## config.mk

```make
export PLATFORM = sky130hd
export DESIGN_NAME = pbs_sequencer
export DESIGN_NICKNAME = d
export VERILOG_FILES = /design/src/logic/pbs_pkg.sv /design/src/logic/pbs_tmr_if.sv /design/src/logic/pbs_bank_mon.sv /design/src/logic/pbs_sequencer.sv /design/src/logic/pbs_timer.sv
export SDC_FILE = /design/constraint.sdc
export NUM_CORES = 1
export LEC_CHECK = 0
export ABC_CLOCK_PERIOD_IN_PS = 6100
export BUFFER_PORTS_ARGS = -buffer_cell sky130_fd_sc_hd__buf_4
export CAP_MARGIN = 20
export CORE_AREA = 2 2 57 70
export CTS_CLUSTER_DIAMETER = 150
export DETAILED_ROUTE_END_ITERATION = 16
export DIE_AREA = 0 0 59 72
export PLACE_DENSITY_LB_ADDON = 0.12
export SLEW_MARGIN = 20
export SYNTH_ARGS = -nofsm -noshare
export SYNTH_HDL_FRONTEND = slang
export SYNTH_SLANG_ARGS = --single-unit
```

## constraint.sdc

```tcl
create_clock -name mclk -period 6.1 [get_ports mclk]
set_input_delay 1.22 -clock mclk [delete_from_list [all_inputs] [get_ports mclk]]
set_output_delay 1.22 -clock mclk [all_outputs]
set_load 0.02 [all_outputs]
```

## src/logic/pbs_pkg.sv

```systemverilog
// Purpose: shared constants for the power-up brown-out sequencer
// Assumes: 20 MHz mclk
// Notes: times are in ns, counts derived from the clock period
package pbs_pkg;
   localparam int CLK_PERIOD_NS = 50;
   localparam int T_CONFIG_NS = 450000;
   localparam int T_BANK_SETTLE_NS = 2000;
   localparam int CONFIG_CYCLES = T_CONFIG_NS / CLK_PERIOD_NS;
   localparam int SETTLE_CYCLES =
      (T_BANK_SETTLE_NS + CLK_PERIOD_NS - 1) / CLK_PERIOD_NS;
   localparam int CNT_W = 16;
   localparam int NUM_BANKS = 4;

   typedef enum logic [2:0] {
      PBS_OFF,
      PBS_DOWNLOAD,
      PBS_BANK_WAIT,
      PBS_SETTLE,
      PBS_CLEAR,
      PBS_USER
   } pbs_state_t;
endpackage

```

## src/logic/pbs_tmr_if.sv

```systemverilog
// Purpose: connects the sequencer to its interval timer
// Assumes: one clock domain
// Notes: start restarts the count from zero
`timescale 1ns/1ps
interface pbs_tmr_if;
   import pbs_pkg::*;
   logic start;
   logic [CNT_W-1:0] limit;
   logic done;
   modport ctl (output start, output limit, input done);
   modport tmr (input start, input limit, output done);
endinterface

```

## src/logic/pbs_bank_mon.sv

```systemverilog
// Purpose: combines the bank supply flags into one powered level
// Assumes: flags are synchronous to mclk
// Notes: registered to give a clean level
`timescale 1ns/1ps
module pbs_bank_mon
   import pbs_pkg::*;
#(
   parameter int BANKS = NUM_BANKS
)
(
   // Clock and reset
   input wire logic mclk,
   input wire logic rstn,
   // Flags
   input wire logic [BANKS-1:0] io_bank_supply_ok,
   output logic all_banks_ok
);
   typedef struct packed {
      logic ok;
   } pbs_bank_st_t;

   pbs_bank_st_t st_reg;
   pbs_bank_st_t st_next;

   always_comb begin
      st_next.ok = &io_bank_supply_ok;
   end

   always_ff @(posedge mclk or negedge rstn) begin
      if (!rstn) begin
         st_reg <= '0;
      end else begin
         st_reg <= st_next;
      end
   end

   assign all_banks_ok = st_reg.ok;
endmodule

```

## src/logic/pbs_sequencer.sv

```systemverilog
// Purpose: power-on reset and brown-out sequencer
// Assumes: supply comparators deliver synchronous digital flags
// Notes: low_voltage_variant picks the lower start flag
`timescale 1ns/1ps

// Summary of operation
// - Download starts when the core supply start flag asserts.
// - Download and user entry take the configuration interval.
// - User mode waits until every bank supply flag is high.
// - A late last bank gives user mode 2 us after all are powered.
// - In user mode only the core brown-out flag is watched.
// - Core brown-out clears configuration and tri-states all pins.
// - After brown-out the download restarts on the restart flag.
// - Registers are cleared and released before tri-states lift.
// - With the clear pin option, a low clear pin holds clears.
// - With the enable pin option, outputs wait for that pin.
// - Pins stay tri-stated with pull-ups until user mode.
module pbs_sequencer
   import pbs_pkg::*;
#(
   parameter int BANKS = NUM_BANKS,
   parameter int CONFIG_CNT = CONFIG_CYCLES,
   parameter int SETTLE_CNT = SETTLE_CYCLES
)
(
   // Clock and reset
   mclk,
   rstn,
   // Supply flags
   core_supply_start,
   core_supply_start_lv,
   core_supply_restart,
   core_supply_brownout,
   io_bank_supply_ok,
   // Options and board pins
   low_voltage_variant,
   clear_pin_option,
   global_clear_pin_n,
   oe_pin_option,
   global_output_enable_pin,
   // Sequencer outputs
   config_sram_reset,
   download_active,
   user_mode,
   reg_clear,
   io_tristate,
   io_pullup_en
);
   input wire logic mclk;
   input wire logic rstn;
   input wire logic core_supply_start;
   input wire logic core_supply_start_lv;
   input wire logic core_supply_restart;
   input wire logic core_supply_brownout;
   input wire logic [BANKS-1:0] io_bank_supply_ok;
   input wire logic low_voltage_variant;
   input wire logic clear_pin_option;
   input wire logic global_clear_pin_n;
   input wire logic oe_pin_option;
   input wire logic global_output_enable_pin;
   output logic config_sram_reset;
   output logic download_active;
   output logic user_mode;
   output logic reg_clear;
   output logic io_tristate;
   output logic io_pullup_en;

   // ----------------------------------------
   // State
   // ----------------------------------------
   typedef struct packed {
      pbs_state_t state;
      logic brownout_seen;
      logic sram_reset;
      logic dl;
      logic umode;
      logic clr;
      logic tri_st;
      logic pull;
   } pbs_seq_st_t;

   pbs_seq_st_t st_reg;
   pbs_seq_st_t st_next;
   logic banks_ok;
   logic start_flag;
   logic tmr_start;
   logic [CNT_W-1:0] tmr_limit;

   pbs_tmr_if tif ();

   pbs_timer u_timer (
      .mclk(mclk),
      .rstn(rstn),
      .t(tif.tmr)
   );

   pbs_bank_mon #(.BANKS(BANKS)) u_banks (
      .mclk(mclk),
      .rstn(rstn),
      .io_bank_supply_ok(io_bank_supply_ok),
      .all_banks_ok(banks_ok)
   );

   assign tif.start = tmr_start;
   assign tif.limit = tmr_limit;

   // ----------------------------------------
   // Next state
   // ----------------------------------------
   always_comb begin
      start_flag = low_voltage_variant ? core_supply_start_lv
                                       : core_supply_start;
      st_next = st_reg;
      tmr_start = 1'b0;
      tmr_limit = CNT_W'(CONFIG_CNT);
      case (st_reg.state)
         PBS_OFF: begin
            // Restart after brown-out needs the higher restart flag
            if (st_reg.brownout_seen ? core_supply_restart
                                     : start_flag) begin
               st_next.state = PBS_DOWNLOAD;
               tmr_start = 1'b1;
            end
         end
         PBS_DOWNLOAD: begin
            if (tif.done) begin
               st_next.state = banks_ok ? PBS_CLEAR
                                        : PBS_BANK_WAIT;
            end
         end
         PBS_BANK_WAIT: begin
            if (banks_ok) begin
               st_next.state = PBS_SETTLE;
               tmr_start = 1'b1;
            end
         end
         PBS_SETTLE: begin
            tmr_limit = CNT_W'(SETTLE_CNT);
            if (!banks_ok) begin
               st_next.state = PBS_BANK_WAIT;
            end else if (tif.done) begin
               st_next.state = PBS_CLEAR;
            end
         end
         PBS_CLEAR: begin
            st_next.state = PBS_USER;
         end
         PBS_USER: begin
         end
         default: begin
            st_next.state = PBS_OFF;
         end
      endcase
      // Brown-out watch ignores bank flags
      if (st_reg.state != PBS_OFF && core_supply_brownout) begin
         st_next.state = PBS_OFF;
         st_next.brownout_seen = 1'b1;
         tmr_start = 1'b1;
      end
      st_next.sram_reset = (st_next.state == PBS_OFF);
      st_next.dl = (st_next.state == PBS_DOWNLOAD);
      st_next.umode = (st_next.state == PBS_USER);
      // Clears release before tri-states, optional pin hold
      st_next.clr = !(st_next.state inside {PBS_CLEAR, PBS_USER}) ||
                    (st_next.state == PBS_CLEAR) ||
                    (clear_pin_option && !global_clear_pin_n);
      st_next.tri_st = !(st_next.state == PBS_USER && st_reg.umode) ||
                       (oe_pin_option &&
                        !global_output_enable_pin);
      st_next.pull = (st_next.state != PBS_USER);
   end

   always_ff @(posedge mclk or negedge rstn) begin
      if (!rstn) begin
         st_reg <= '{state: PBS_OFF, brownout_seen: 1'b0,
                     sram_reset: 1'b1, dl: 1'b0, umode: 1'b0,
                     clr: 1'b1, tri_st: 1'b1, pull: 1'b1};
      end else begin
         st_reg <= st_next;
      end
   end

   assign config_sram_reset = st_reg.sram_reset;
   assign download_active = st_reg.dl;
   assign user_mode = st_reg.umode;
   assign reg_clear = st_reg.clr;
   assign io_tristate = st_reg.tri_st;
   assign io_pullup_en = st_reg.pull;

   // ----------------------------------------
   // Checks
   // ----------------------------------------
   AST_START: assert property (@(posedge mclk) disable iff (!rstn)
      (st_reg.state == PBS_OFF && !st_reg.brownout_seen &&
       !low_voltage_variant && core_supply_start &&
       !core_supply_brownout) |=> download_active)
      else $error("download did not start");
   AST_NO_EARLY_USER: assert property (@(posedge mclk) disable iff (!rstn)
      $rose(user_mode) |-> $past(banks_ok, 2))
      else $error("user mode without banks");
   AST_DL_TIME: assert property (@(posedge mclk) disable iff (!rstn)
      $rose(download_active) |-> download_active [*8])
      else $error("download ended early");
   AST_BROWNOUT: assert property (@(posedge mclk) disable iff (!rstn)
      (user_mode && core_supply_brownout) |=>
      (config_sram_reset && io_tristate && !user_mode))
      else $error("brown-out not handled");
   AST_BANK_IGNORE: assert property (@(posedge mclk) disable iff (!rstn)
      (user_mode && !core_supply_brownout) |=> user_mode)
      else $error("user mode left without brown-out");
   AST_HYST: assert property (@(posedge mclk) disable iff (!rstn)
      (st_reg.state == PBS_OFF && st_reg.brownout_seen &&
       !core_supply_restart) |=> !download_active)
      else $error("restart below restart level");
   AST_ORDER: assert property (@(posedge mclk) disable iff (!rstn)
      $fell(io_tristate) |-> $past(!reg_clear || clear_pin_option))
      else $error("tri-state released before clear");
   AST_CLR_PIN: assert property (@(posedge mclk) disable iff (!rstn)
      (clear_pin_option && !global_clear_pin_n) |=> reg_clear)
      else $error("clear pin not honoured");
   AST_OE_PIN: assert property (@(posedge mclk) disable iff (!rstn)
      (oe_pin_option && !global_output_enable_pin) |=> io_tristate)
      else $error("output enable pin not honoured");
   AST_PULL: assert property (@(posedge mclk) disable iff (!rstn)
      !user_mode |-> (io_pullup_en && io_tristate))
      else $error("pins released before user mode");
   AST_SETTLE: assert property (@(posedge mclk) disable iff (!rstn)
      (st_reg.state == PBS_BANK_WAIT && banks_ok && !core_supply_brownout)
      |=> (st_reg.state == PBS_SETTLE) && tif.done == 1'b0)
      else $error("settle did not restart");

   AST_LV_START: assert property (
      @(posedge mclk) disable iff (!rstn)
      (st_reg.state == PBS_OFF && !st_reg.brownout_seen &&
       low_voltage_variant && core_supply_start_lv &&
       !core_supply_brownout) |=> download_active)
      else $error("low voltage download did not start");

   AST_DL_SRAM: assert property (
      @(posedge mclk) disable iff (!rstn)
      download_active |-> !config_sram_reset)
      else $error("sram held in reset during download");

   AST_OFF_SRAM: assert property (
      @(posedge mclk) disable iff (!rstn)
      config_sram_reset |-> (!download_active && !user_mode))
      else $error("sram reset while active");

   AST_DL_STOP: assert property (
      @(posedge mclk) disable iff (!rstn)
      (download_active && tif.done) |=> !download_active)
      else $error("download overran its interval");

   AST_USER_CLEARED: assert property (
      @(posedge mclk) disable iff (!rstn)
      $rose(user_mode) |-> $past(reg_clear))
      else $error("user mode without prior clear");

   AST_USER_TRI: assert property (
      @(posedge mclk) disable iff (!rstn)
      $rose(user_mode) |-> io_tristate)
      else $error("tri-state lifted with register release");

   AST_BO_DL: assert property (
      @(posedge mclk) disable iff (!rstn)
      (download_active && core_supply_brownout) |=>
      (config_sram_reset && !download_active))
      else $error("brown-out during download not handled");

   AST_BO_SEEN: assert property (
      @(posedge mclk) disable iff (!rstn)
      (st_reg.state != PBS_OFF && core_supply_brownout) |=>
      st_reg.brownout_seen)
      else $error("brown-out not remembered");

   AST_RESTART: assert property (
      @(posedge mclk) disable iff (!rstn)
      (st_reg.state == PBS_OFF && st_reg.brownout_seen &&
       core_supply_restart && !core_supply_brownout) |=> download_active)
      else $error("download did not restart");

   AST_WAIT_HOLD: assert property (
      @(posedge mclk) disable iff (!rstn)
      (st_reg.state == PBS_BANK_WAIT && !banks_ok &&
       !core_supply_brownout) |=> (st_reg.state == PBS_BANK_WAIT))
      else $error("bank wait left without banks");

   AST_SETTLE_DROP: assert property (
      @(posedge mclk) disable iff (!rstn)
      (st_reg.state == PBS_SETTLE && !banks_ok &&
       !core_supply_brownout) |=> (st_reg.state == PBS_BANK_WAIT))
      else $error("settle kept after bank loss");

   AST_TMR_RESTART: assert property (
      @(posedge mclk) disable iff (!rstn)
      $rose(download_active) |-> !tif.done)
      else $error("interval timer not restarted");

   AST_CLEAR_ONE: assert property (
      @(posedge mclk) disable iff (!rstn)
      (st_reg.state == PBS_CLEAR && !core_supply_brownout) |=> user_mode)
      else $error("clear phase not followed by user mode");

   AST_UMODE_PULL: assert property (
      @(posedge mclk) disable iff (!rstn)
      user_mode |-> !io_pullup_en)
      else $error("pull-ups left on in user mode");

   AST_CLR_FREE: assert property (
      @(posedge mclk) disable iff (!rstn)
      (user_mode && !clear_pin_option && !core_supply_brownout) |=>
      !reg_clear)
      else $error("registers held cleared without clear pin");
endmodule

```

## src/logic/pbs_timer.sv

```systemverilog
// Purpose: interval counter for download and bank settle timing
// Assumes: limit is stable while counting
// Notes: done is a level held until the next start
`timescale 1ns/1ps
module pbs_timer
   import pbs_pkg::*;
(
   // Clock and reset
   input wire logic mclk,
   input wire logic rstn,
   // Control
   pbs_tmr_if.tmr t
);
   typedef struct packed {
      logic [CNT_W-1:0] cnt;
      logic done;
   } pbs_tmr_st_t;

   pbs_tmr_st_t st_reg;
   pbs_tmr_st_t st_next;

   always_comb begin
      st_next = st_reg;
      if (t.start) begin
         st_next.cnt = '0;
         st_next.done = 1'b0;
      end else if (!st_reg.done) begin
         if (st_reg.cnt >= t.limit - CNT_W'(1)) begin
            st_next.done = 1'b1;
         end else begin
            st_next.cnt = st_reg.cnt + CNT_W'(1);
         end
      end
   end

   always_ff @(posedge mclk or negedge rstn) begin
      if (!rstn) begin
         st_reg <= '0;
      end else begin
         st_reg <= st_next;
      end
   end

   assign t.done = st_reg.done;
endmodule

```

==> run metrics <==
status=complete, no violations; Post-Syn Area per Cell=10.2 µm²; GP Congestion=0.818; Synth async-reset ratio=100%; core region area=3540 µm²; num ports=21; CTS root buffer=clkbuf_8; routed vias/inst=5.42; Peak VDD IR=92.0 µV; Max Cap Viol=0; setup violators final=0; share of cells above drive strength 1=23.6%; Distinct cells, synth=39; Gate Count Post-Synth=137; switching power=0.0857 mW; min Tclk post-route=2.43 ns; commonest register cell after synthesis=dfrtp_1; Setup Crit Path Kind=input pin to register; reg2reg path depth=6; final hold slack=0.425 ns; Mapped Area=1390 µm²; postcts setup bufs=0; Worst-Skew Late Latency=0.27 ns; post-DP HPWL=1910 µm; RSZ-0062 raised after global routing=false; crit end category=register; Die Ht=72 µm; Clk pwr share=29.7%; Switching Share=24.9%; grt ovf=0; worst-path cell chain=buf_4, mux2_2, mux2i_1, a21oi_2, a311oi_1, a41o_1; CP Launch Type=input pin; Worst Hold Path EP=io_tristate; Slew @ Worst Pin=1.01 ns; max incr delay on CP=0.62 ns; max reg flops=16; die area=4250 µm²; Max Clock Freq=411 MHz; Final Util=45.3%; synth warn=0; WHS Path Cells=1; worst slew margin relative to its limit=32.7%; Reg-to-Reg End=u_timer.st_reg[11]; nets=174; initial DRC count=69; clock sink total=28; CP startpoint=low_voltage_variant; CTS Hold Bufs=0; commonest non-fill, non-tap cell in the layout=dfrtp_1; Min-Delay Startpoint=user_mode; Seq pwr share=58.1%; n_diodes=0; initial antenna violation count=0; reg2reg setup slack=3.69 ns; maximum number of pins on one net before global-route repair=29; period utilisation layout=39.8%; row cnt=24; IO Port Bufs=20; vias after detailed routing=1063; clock buffer depth=2; CTS H-tree lvls=1; Starting Density=39.3%; global-route usage over all layers=14.5%; commonest non-fill, non-tap cells in the layout=dfrtp_1 (24), nor2_1 (22), buf_4 (21), xnor2_1 (11), nand2_1 (10); Post-CTS Resized=0; worst path bufs/invs=1; CTS clock-pin slew for the worst setup and hold paths=0.10 ns; vias in the first global route=1060; synthesized net count=153; power share of the combinational group=12.2%; Num CTS Buffers=3; worst path required time=6.27 ns; remaining design rule violation count=0; Post-DRT Antenna Nets=0; Worst EP arrival=2.60 ns; Crit Path Max Fanout=18; total internal power=0.259 mW; CTS tree=built; area added between synthesis and finish=15.3%; launching point of the worst reg2reg path=st_reg[9]; Fill cells=329; crit path max-delay cell type=a21oi_2; Routed wire per std cell=13.6 µm; HP Class=register to register; Post-synth EDFFs=0; 1st-pass router iterations=4; pwr/cell area=215 nW/µm²; Final Hold Vio Count=0; Setup Skew=0.00706 ns; leakage=0.688 nW; total negative setup slack=0 ns; first-pass GRT wire length=4780 µm; delay-heaviest family, CP=compound AO/OA/AOI/OAI gates; fin. max-slew vios=0; Seq/Total Area, Yosys=50.6%; Detailed Route WL=2670 µm; Die Wd=59 µm; Yosys reg bits=28
==> kinds of logic after synthesis <==
family / synth area share [%]
adders and majority gates: 0.898
buffers and inverters: 4.13
xor gates and xnor gates: 6.91
DFF: 50.6
and+or+nand+nor: 26.0
muxes: 1.53
AOI/OAI and AO/OA: 9.87
==> layout make-up <==
| cell class | count | area (µm²) | area share (%) |
|---|---|---|---|
| inverters | 5 | 18.8 | 1.17 |
| flip-flops and latches | 28 | 706 | 43.9 |
| well taps | 39 | 48.8 | 3.04 |
| multi-input cells | 99 | 631 | 39.3 |
| clock buffers | 4 | 45.0 | 2.80 |
| repair buffers | 21 | 158 | 9.81 |
==> power by group through the flow <==
stage / clock [mW] / sequential (mW) / combinational, mW
2_1_floorplan: 0 / 0.205 / 0.0219
6_report: 0.102 / 0.200 / 0.0420
3_5_place_dp: 0 / 0.204 / 0.0432
5_1_grt: 0.113 / 0.201 / 0.0484
4_1_cts: 0.107 / 0.200 / 0.0433
3_3_place_gp: 0 / 0.204 / 0.0424
==> synth_stat cells (2+ instances only) <==
cell type / count / share of area (%)
a21oi_1: 6 / 2.2
a31oi_1: 3 / 1.3
buf_6: 2 / 1.6
dfrtp_1: 24 / 43
dfstp_2: 4 / 7.5
inv_1: 5 / 1.3
nand2_1: 10 / 2.7
nand2b_1: 5 / 2.2
nand3_1: 3 / 1.1
nand4_1: 2 / 0.90
nor2_1: 22 / 5.9
nor2b_1: 2 / 0.90
nor3_1: 8 / 2.9
nor4_2: 4 / 3.6
o21ai_0: 3 / 1.1
xnor2_1: 11 / 6.9
==> per-layer routing <==
| metal | part of all wire [%] | vias up | routed length, µm | GRT usage (%) |
|---|---|---|---|---|
| met1 | 44 | 528 | 1170 | 18.3 |
| met5 | 0 | - | 0 | 0 |
| met3 | 3.3 | 4 | 88 | 2.14 |
| met2 | 51 | 19 | 1370 | 24.6 |
| li1 | - | 512 | - | - |
| met4 | 1.5 | 0 | 40 | 6.06 |
==> stage by stage <==
step | power, mW | instance area [µm²] | setup slack [ns] | instances
after floorplan | 0.227 | 1390 | 3.77 | 137
after global placement | 0.246 | 1560 | 3.38 | 192
after detailed placement | 0.247 | 1560 | 3.32 | 192
after CTS | 0.351 | 1610 | 3.62 | 196
after global routing | 0.363 | 1610 | 3.45 | 196
final | 0.345 | 1610 | 3.67 | 196
==> worst register-to-register path, delay by kind of cell (launching register included) <==
family	cells	cell delay [ns]
AOI/OAI and AO/OA	3	0.54
and+or+nand+nor	3	1.34
DFF	1	0.49
==> worst max-delay path by stage <==
stage	end	slack, ns	cells past startpoint
global route	u_timer.st_reg[11]	3.45	6
CTS	u_timer.st_reg[11]	3.62	6
global placement	u_timer.st_reg[11]	3.38	6
finish	u_timer.st_reg[11]	3.67	6
detailed placement	u_timer.st_reg[11]	3.32	6
floorplan	config_sram_reset	3.77	6
Note: power is estimated with default switching activity, not from simulation.
